==> config.mk <==
export PLATFORM = sky130hd
export DESIGN_NAME = acf_converter_ctrl
export DESIGN_NICKNAME = d
export VERILOG_FILES = /design/src/core/acf_pkg.sv /design/src/core/acf_converter_ctrl.sv /design/src/core/acf_sar_clk_div.sv /design/src/core/acf_result_fmt.sv
export SDC_FILE = /design/constraint.sdc
export NUM_CORES = 1
export LEC_CHECK = 0
export ABC_AREA = 1
export CORE_ASPECT_RATIO = 0.7
export CORE_MARGIN = 2
export CORE_UTILIZATION = 42
export DETAILED_ROUTE_END_ITERATION = 6
export DONT_BUFFER_PORTS = 1
export PLACE_DENSITY = 0.62
export SLEW_MARGIN = 20
export SYNTH_ARGS = -nofsm -noshare
export SYNTH_HDL_FRONTEND = slang
export SYNTH_SLANG_ARGS = --single-unit
==> constraint.sdc <==
create_clock -name i_core_clk -period 1.07 [get_ports i_core_clk]
set_input_delay 0 -clock i_core_clk [delete_from_list [all_inputs] [get_ports i_core_clk]]
set_output_delay 0 -clock i_core_clk [all_outputs]
set_load 0.05 [all_outputs]
==> src/core/acf_pkg.sv <==
// shared constants and types for the converter control and formatting block
package acf_pkg;

	// register addresses on the special function register port
	localparam logic [7:0] ACF_ADDR_CFG = 8'hbc;
	localparam logic [7:0] ACF_ADDR_RES_LOW = 8'hbd;
	localparam logic [7:0] ACF_ADDR_RES_HIGH = 8'hbe;
	localparam logic [7:0] ACF_ADDR_MODE = 8'hbf;
	localparam logic [7:0] ACF_ADDR_CTRL = 8'he8;

	// converter_configuration fields
	localparam int ACF_CFG_DIV_LSB = 3;
	localparam int ACF_CFG_DIV_W = 5;
	localparam int ACF_CFG_LJST_BIT = 2;
	localparam logic [7:0] ACF_CFG_RESET = 8'hf8;

	// converter_control_reg fields
	localparam int ACF_CTRL_ENABLE_BIT = 7;
	localparam int ACF_CTRL_LPTRACK_BIT = 6;
	localparam int ACF_CTRL_DONE_BIT = 5;
	localparam int ACF_CTRL_BUSY_BIT = 4;
	localparam int ACF_CTRL_START_BIT = 3;
	localparam int ACF_CTRL_PINSRC_BIT = 0;
	localparam logic [7:0] ACF_CTRL_RESET = 8'h00;

	// mode register fields
	localparam int ACF_MODE_8BIT_BIT = 0;
	localparam int ACF_MODE_DIFF_BIT = 1;
	localparam logic [7:0] ACF_MODE_RESET = 8'h00;

	// converter widths and low-power tracking length in sar clock periods
	localparam int ACF_CODE_W = 10;
	localparam logic [1:0] ACF_TRACK_SAR_CLKS = 2'd3;

	typedef struct packed {
		logic differential;
		logic left_justify_select;
		logic eight_bit_mode_enable;
	} acf_fmt_t;

	typedef struct packed {
		logic [7:0] addr;
		logic wr;
		logic rd;
		logic [7:0] wdata;
	} acf_sfr_req_t;

endpackage

==> src/core/acf_converter_ctrl.sv <==
// control, timing and result registers around a 10-bit sar converter core
// How it works
// - Each finished conversion loads new code into the high and low result bytes.
// - Justify-select 0 gives right-justified, 1 gives left-justified results.
// - Single-ended codes are 10-bit unsigned; all unused result bits read zero.
// - Differential right-justified results sign-extend into the high byte's upper bits.
// - Differential left-justified results clear the unused low bits of the low byte.
// - Normal tracking mode tracks the input while enabled and awake, except during a conversion.
// - Low-power tracking with a software start inserts three sar clock periods of tracking before converting.
// - Low-power with pin trigger: track while pin low, convert on rising edge.
// - Tracking stops completely while the chip is in standby or sleep.
// - Sar clock is system clock divided by divider field plus one.
// - Justify-select, bit 2, only acts when eight-bit mode is off.
`timescale 1ns/10ps
module acf_converter_ctrl
	import acf_pkg::*;
(
	// clock and reset
	input wire logic i_core_clk,
	input wire logic i_srst,
	// special function register port
	input wire logic [7:0] i_sfr_addr,
	input wire logic i_sfr_wr,
	input wire logic i_sfr_rd,
	input wire logic [7:0] i_sfr_wdata,
	output logic [7:0] o_sfr_rdata,
	// chip power state
	input wire logic i_standby_sleep,
	// external start pin
	input wire logic i_external_convert_start_pin,
	// analogue converter core
	output logic o_track,
	output logic o_sar_clk_en,
	output logic o_conv_start,
	input wire logic i_conv_done,
	input wire logic [ACF_CODE_W-1:0] i_conv_code,
	// status
	output logic o_busy,
	output logic o_conv_complete
);
	import acf_pkg::*;

	typedef enum logic [1:0] {
		ST_IDLE,
		ST_TRACK,
		ST_CONVERT
	} acf_state_t;

	acf_state_t state_q;
	acf_sfr_req_t req;
	acf_fmt_t fmt;
	logic [ACF_CFG_DIV_W-1:0] sar_clock_divider_q;
	logic left_justify_select_q;
	logic enable_q;
	logic low_power_track_select_q;
	logic pin_source_q;
	logic done_flag_q;
	logic eight_bit_mode_enable_q;
	logic differential_q;
	logic [7:0] result_high_byte_q;
	logic [7:0] result_low_byte_q;
	logic [1:0] track_cnt_q;
	logic pin_q;
	logic pin_rise;
	logic wr_cfg;
	logic wr_ctrl;
	logic wr_mode;
	logic sw_start;
	logic start_evt;
	logic sar_tick;
	logic div_run;
	logic conv_end;
	logic [15:0] fmt_word;
	logic track_d;
	logic begin_track;
	logic begin_conv;
	logic track_last;

	assign req = '{addr: i_sfr_addr, wr: i_sfr_wr, rd: i_sfr_rd, wdata: i_sfr_wdata};

	// write decode
	assign wr_cfg = req.wr && (req.addr == ACF_ADDR_CFG);
	assign wr_ctrl = req.wr && (req.addr == ACF_ADDR_CTRL);
	assign wr_mode = req.wr && (req.addr == ACF_ADDR_MODE);

	// configuration register; reserved low bits are not stored
	// a divider write lands at the divider's next reload
	always_ff @(posedge i_core_clk) begin
		if (i_srst) begin
			sar_clock_divider_q <= ACF_CFG_RESET[ACF_CFG_DIV_LSB +: ACF_CFG_DIV_W];
			left_justify_select_q <= ACF_CFG_RESET[ACF_CFG_LJST_BIT];
		end else if (wr_cfg) begin
			sar_clock_divider_q <= req.wdata[ACF_CFG_DIV_LSB +: ACF_CFG_DIV_W];
			left_justify_select_q <= req.wdata[ACF_CFG_LJST_BIT];
		end
	end

	// control register bits held by software
	always_ff @(posedge i_core_clk) begin
		if (i_srst) begin
			enable_q <= ACF_CTRL_RESET[ACF_CTRL_ENABLE_BIT];
			low_power_track_select_q <= ACF_CTRL_RESET[ACF_CTRL_LPTRACK_BIT];
			pin_source_q <= ACF_CTRL_RESET[ACF_CTRL_PINSRC_BIT];
		end else if (wr_ctrl) begin
			enable_q <= req.wdata[ACF_CTRL_ENABLE_BIT];
			low_power_track_select_q <= req.wdata[ACF_CTRL_LPTRACK_BIT];
			pin_source_q <= req.wdata[ACF_CTRL_PINSRC_BIT];
		end
	end

	// mode register
	always_ff @(posedge i_core_clk) begin
		if (i_srst) begin
			eight_bit_mode_enable_q <= ACF_MODE_RESET[ACF_MODE_8BIT_BIT];
			differential_q <= ACF_MODE_RESET[ACF_MODE_DIFF_BIT];
		end else if (wr_mode) begin
			eight_bit_mode_enable_q <= req.wdata[ACF_MODE_8BIT_BIT];
			differential_q <= req.wdata[ACF_MODE_DIFF_BIT];
		end
	end

	// start events
	// pin history resets low to match the pin's idle level
	always_ff @(posedge i_core_clk) begin
		if (i_srst) begin
			pin_q <= 1'b0;
		end else begin
			pin_q <= i_external_convert_start_pin;
		end
	end

	assign pin_rise = i_external_convert_start_pin && !pin_q;
	// starts are judged on the stored control bits: a write that sets enable
	// or low-power tracking together with start acts on the old settings
	assign sw_start = wr_ctrl && req.wdata[ACF_CTRL_START_BIT] && !pin_source_q;
	assign start_evt = enable_q && (pin_source_q ? pin_rise : sw_start);

	// low-power software starts track first; every other start converts at once
	assign begin_track = start_evt && low_power_track_select_q && !pin_source_q;
	assign begin_conv = start_evt && !(low_power_track_select_q && !pin_source_q);
	assign track_last = (state_q == ST_TRACK) && sar_tick
		&& (track_cnt_q == ACF_TRACK_SAR_CLKS - 2'd1);

	// sar clock divider runs only while a conversion sequence is active
	// idle cycles reload the count, so each sequence starts a full period
	assign div_run = (state_q != ST_IDLE);

	acf_sar_clk_div #(
		.DIV_W(ACF_CFG_DIV_W)
	) u_div (
		.i_core_clk(i_core_clk),
		.i_srst(i_srst),
		.i_run(div_run),
		.i_div(sar_clock_divider_q),
		.o_tick(sar_tick)
	);

	assign conv_end = (state_q == ST_CONVERT) && i_conv_done;

	// sequencing; a start while busy is ignored
	// clearing enable aborts a running sequence
	always_ff @(posedge i_core_clk) begin
		if (i_srst) begin
			state_q <= ST_IDLE;
		end else if (!enable_q) begin
			state_q <= ST_IDLE;
		end else begin
			case (state_q)
				ST_IDLE: begin
					if (begin_track) begin
						state_q <= ST_TRACK;
					end else if (begin_conv) begin
						state_q <= ST_CONVERT;
					end
				end
				ST_TRACK: begin
					if (track_last) begin
						state_q <= ST_CONVERT;
					end
				end
				ST_CONVERT: begin
					// a done pulse in any other state is ignored
					if (i_conv_done) begin
						state_q <= ST_IDLE;
					end
				end
				default: begin
					state_q <= ST_IDLE;
				end
			endcase
		end
	end

	// counts sar clock periods of the low-power tracking interval
	always_ff @(posedge i_core_clk) begin
		if (i_srst || state_q != ST_TRACK) begin
			track_cnt_q <= 2'd0;
		end else if (sar_tick) begin
			track_cnt_q <= track_cnt_q + 2'd1;
		end
	end

	// one-cycle start pulse to the core as conversion begins
	always_ff @(posedge i_core_clk) begin
		if (i_srst || !enable_q) begin
			o_conv_start <= 1'b0;
		end else begin
			o_conv_start <= ((state_q == ST_IDLE) && begin_conv) || track_last;
		end
	end

	// track-and-hold control
	always_comb begin
		if (i_standby_sleep || !enable_q) begin
			track_d = 1'b0;
		end else if (!low_power_track_select_q) begin
			track_d = (state_q != ST_CONVERT);
		end else if (pin_source_q) begin
			track_d = (state_q == ST_IDLE) && !i_external_convert_start_pin;
		end else begin
			track_d = (state_q == ST_TRACK);
		end
	end

	// registered: tracking follows its cause one cycle later
	always_ff @(posedge i_core_clk) begin
		if (i_srst) begin
			o_track <= 1'b0;
		end else begin
			o_track <= track_d;
		end
	end

	assign o_sar_clk_en = (state_q == ST_CONVERT) && sar_tick;

	// result formatting
	assign fmt = '{differential: differential_q,
		left_justify_select: left_justify_select_q,
		eight_bit_mode_enable: eight_bit_mode_enable_q};

	acf_result_fmt u_fmt (
		.i_code(i_conv_code),
		.i_fmt(fmt),
		.o_word(fmt_word)
	);

	// result bytes load at the end of every conversion
	// eight-bit mode ignores justify select inside the formatter
	always_ff @(posedge i_core_clk) begin
		if (i_srst) begin
			result_high_byte_q <= 8'h00;
			result_low_byte_q <= 8'h00;
		end else if (conv_end) begin
			result_high_byte_q <= fmt_word[15:8];
			result_low_byte_q <= fmt_word[7:0];
		end
	end

	// completion flag; a new completion beats a software clear
	always_ff @(posedge i_core_clk) begin
		if (i_srst) begin
			done_flag_q <= 1'b0;
		end else if (conv_end) begin
			done_flag_q <= 1'b1;
		end else if (wr_ctrl && !req.wdata[ACF_CTRL_DONE_BIT]) begin
			done_flag_q <= 1'b0;
		end
	end

	assign o_busy = (state_q != ST_IDLE);
	assign o_conv_complete = done_flag_q;

	// read data, one cycle after the read strobe
	// reserved bits and the start bit always read as zero
	always_ff @(posedge i_core_clk) begin
		if (i_srst) begin
			o_sfr_rdata <= 8'h00;
		end else if (req.rd) begin
			case (req.addr)
				ACF_ADDR_CFG: begin
					o_sfr_rdata <= {sar_clock_divider_q, left_justify_select_q, 2'b00};
				end
				ACF_ADDR_CTRL: begin
					o_sfr_rdata <= {enable_q, low_power_track_select_q, done_flag_q,
						o_busy, 3'b000, pin_source_q};
				end
				ACF_ADDR_MODE: begin
					o_sfr_rdata <= {6'h00, differential_q, eight_bit_mode_enable_q};
				end
				ACF_ADDR_RES_HIGH: begin
					o_sfr_rdata <= result_high_byte_q;
				end
				ACF_ADDR_RES_LOW: begin
					o_sfr_rdata <= result_low_byte_q;
				end
				default: begin
					o_sfr_rdata <= 8'h00;
				end
			endcase
		end
	end
endmodule // acf_converter_ctrl

==> src/core/acf_sar_clk_div.sv <==
// divides the system clock into one-cycle sar clock enable pulses
`timescale 1ns/10ps
module acf_sar_clk_div #(
	parameter int DIV_W = 5
) (
	// clock and reset
	input wire logic i_core_clk,
	input wire logic i_srst,
	// control
	input wire logic i_run,
	input wire logic [DIV_W-1:0] i_div,
	// enable pulse, one per sar clock period
	output logic o_tick
);
	logic [DIV_W-1:0] cnt_q;

	// period is i_div + 1 system clocks; first pulse after one full period
	always_ff @(posedge i_core_clk) begin
		if (i_srst || !i_run) begin
			cnt_q <= i_div;
		end else if (cnt_q == '0) begin
			cnt_q <= i_div;
		end else begin
			cnt_q <= cnt_q - 1'b1;
		end
	end

	assign o_tick = i_run && (cnt_q == '0);
endmodule // acf_sar_clk_div

==> src/core/acf_result_fmt.sv <==
// arranges a raw conversion code into the two result bytes
`timescale 1ns/10ps
module acf_result_fmt
	import acf_pkg::*;
(
	// raw code and format selection
	input wire logic [ACF_CODE_W-1:0] i_code,
	input wire acf_pkg::acf_fmt_t i_fmt,
	// formatted high and low bytes
	output logic [15:0] o_word
);
	always_comb begin
		if (i_fmt.eight_bit_mode_enable) begin
			// eight-bit mode: top bits of the code in the low byte
			o_word = {8'h00, i_code[9:2]};
		end else if (i_fmt.left_justify_select) begin
			o_word = {i_code, 6'h00};
		end else if (i_fmt.differential) begin
			o_word = {{6{i_code[9]}}, i_code};
		end else begin
			o_word = {6'h00, i_code};
		end
	end
endmodule // acf_result_fmt

==> results_dict.tcl <==
set metrics [dict create \
    outcome "finished with violations" \
    violations "hold timing, setup timing" \
    fillers 518 \
    path_delay_family "flip-flops" \
    start_util_pct 43.4 \
    hold_viol 18 \
    synth-edff-count 0 \
    routed_wl_um 6850 \
    synthAdderAreaFrac_pct 1.52 \
    synth-seq-area-share_pct 38.8 \
    max_freq_ghz 0.806 \
    die_y_um 68.2 \
    setup_viol 25 \
    worstSetupPathType "register to register" \
    antenna_cells 0 \
    synthTopCellsByArea "dfxtp_1 39%, nand2_1 8.2%, nand3_1 7.3%, a21oi_1 6.3%, o21ai_0 4.7%" \
    cp.required_ns 1.26 \
    synthToLayoutAreaGrowth_pct 36.7 \
    synth-simple-area-share_pct 31.3 \
    rsz0062_at_grt "yes" \
    numCtsBuffers 5 \
    muxShareOfSynthArea_pct 0 \
    dp_hpwl_um 4810 \
    num_rows 23 \
    instances_no_fill 456 \
    clkLatencyLatePin_ns 0.30 \
    drc 0 \
    crit_path_end_kind "register" \
    start_kind "register" \
    synthFlopType "dfxtp_1" \
    synth_top_cell_by_area "dfxtp_1" \
    synth_top_area_share_pct 38.8 \
    worst_slew_pin_slew_ns 0.488 \
    synthXorXnorAreaFrac_pct 1.06 \
    routedWlPerCell_um 15.0 \
    drt_iter0_markers 169 \
    grt_pass1_vias 2093 \
    drive_gt1_share_pct 34.1 \
    dp_cells 417 \
    clk_pin_slew_ns 0.09 \
    place.gp.congestion 0.908 \
    numPortBuffers 0 \
    grt_use_total_pct 21.0 \
    synthCells 323 \
    dieArea_um2 6530 \
    synth_nets 359 \
    hp-class "input port to register" \
    drv_slew 0 \
    period_share_pct 116 \
    critPathMostFrequentCell "a21oi_2" \
    async_flop_share_pct 0 \
    grt_max_degree 24 \
    regArea_um2 970 \
    synth-seq-cells 48 \
    fp.dieW_um 95.7 \
    multi_input_area_um2 1470 \
    nets 417 \
    leakagePower_nw 1.36 \
    syn_area_um2 2470 \
    ant_nets 0 \
    skew_ns 0.00644 \
    crit_fanout 6 \
    cts_root_buf "clkbuf_8" \
    ys_types 33 \
    viasPerCell 5.33 \
    cpMaxStageDelayCell "dfxtp_4" \
    core_area_um2 5700 \
    synth_top_family_by_area "simple AND/OR/NAND/NOR gates" \
    path_buf_inv 3 \
    synth_area_per_cell_um2 7.66 \
    layout_commonest_cell "nand2_1" \
    cts_sinks 48 \
    clk_path_buf_depth 2 \
    finalCriticalPeriod_ns 1.24 \
    hold_slack_ns -0.0492 \
    first_pass_iters 4 \
    htreeDepth 2 \
    grt_pass1_wl_um 10300 \
    vias 2430 \
    antenna_found_initial 0 \
    overflow 0 \
    fin_ws_ns -0.170 \
    synth_compound_area_share_pct 19.3 \
    cts_tree "done" \
    arrival_ns 1.43 \
    power-per-cell-area_nw_per_um2 913 \
    yosys_warnings 0 \
    max_cap_viol_count 0 \
    vdd_drop_max_mv 0.440 \
    slowest_delay_ns 0.40 \
    most-common-layout-cells "48 x nand2_1, 43 x dfxtp_1, 35 x nand3_1, 26 x buf_4" \
    crit_chain "nand2_4 > nor2_4 > buf_6 > buf_8 > clkinv_8 > a21oi_2 > a21oi_2" \
    io_pins 46 \
    slew_headroom_pct 67.4 \
]
==> state kept, by name (all words and copies together), names as in the netlist <==
register                  cells
differential_q                1
eight_bit_mode_enable_q       1
enable_q                      1
left_justify_select_q         1
low_power_track_select_q      1
o_conv_complete               1
o_conv_start                  1
o_sfr_rdata                   8
o_track                       1
pin_q                         1
pin_source_q                  1
result_high_byte_q            8
result_low_byte_q             8
sar_clock_divider_q           5
state_q                       2
track_cnt_q                   2
u_div.cnt_q                   5
==> through the flow <==
| step | setup slack, ns | instance area [um^2] | TNS (ns) | power [mW] | utilization [%] |
|---|---|---|---|---|---|
| floorplan | -0.0316 | 2520 | -0.100 | 1.96 | - |
| global placement | -0.0739 | 2800 | -0.383 | 1.97 | 49.2 |
| detailed placement | -0.110 | 2800 | -0.884 | 1.97 | 49.2 |
| CTS | -0.139 | 3140 | -0.897 | 3.05 | 55.0 |
| global route | -0.216 | 3380 | -3.50 | 3.21 | 59.4 |
| finish | -0.170 | 3380 | -1.62 | 3.09 | 59.4 |
==> per-layer routing <==
layer,part of all wire (%),global-route usage (%),vias to the layer above,wire (um)
li1,-,-,1207,-
met1,48,31.5,1136,3280
met2,44,30.4,78,3030
met3,6.8,4.30,9,468
met4,0.95,5.54,0,65
met5,0,0,-,0
==> final timing paths <==
kind                            slack [ns]      startpoint  cells past startpoint                     to
worst max-delay path                 -0.17      state_q[1]                      7   result_low_byte_q[7]
worst min register to register        0.47  u_div.cnt_q[0]                      1         u_div.cnt_q[0]
worst max register to register       -0.17      state_q[1]                      7   result_low_byte_q[7]
worst min-delay path                 -0.05          i_srst                      2  result_high_byte_q[7]
==> synth_stat cells, types with 4 or more instances <==
cell     count
inv_2        5
nand4_1      8
nand3_1     36
inv_1       29
o21ai_0     23
a22oi_1      6
buf_2        5
nand2_2      7
a21oi_2      8
o21ai_1      5
a21oi_1     31
nor2_1      18
dfxtp_1     48
nand2_1     54
nand3_2      4
nor2_4       4
==> timing repair <==
item | in CTS | in global routing
hold buffers | 21 | 3
endpoints found under the hold margin | 46 | 23
gates resized for setup | 13 | 53
pin swaps | 8 | 11
endpoints found under the setup margin | 25 | 29
buffers inserted | 2 | 4
cloned | 0 | 2
==> final cells by class <==
type                       count  share of cell area, %
sequential                    48                   28.7
timing repair buffer          60                   18.0
inverter                      35                   4.55
tap                           75                   2.77
clock inverter                 1                  0.148
timing repair inverter         1                  0.333
multi-input combinational    230                   43.4
clock buffer                   6                   2.15
==> kinds of logic (layout without fill, tap and decap cells) <==
group | after synthesis | after routing
AOI/OAI and AO/OA | 80 | 80
xor gates and xnor gates | 3 | 3
adders and majority gates | 3 | 3
buffers and inverters | 45 | 103
DFF | 48 | 48
and+or+nand+nor | 144 | 144
==> report_power, final <==
group	switching, mW	internal (mW)	total (mW)
sequential	0.00222	1.79	1.79
clock	0.592	0.446	1.04
combinational	0.149	0.112	0.261
No activity file was read; power rests on OpenSTA's default activity.
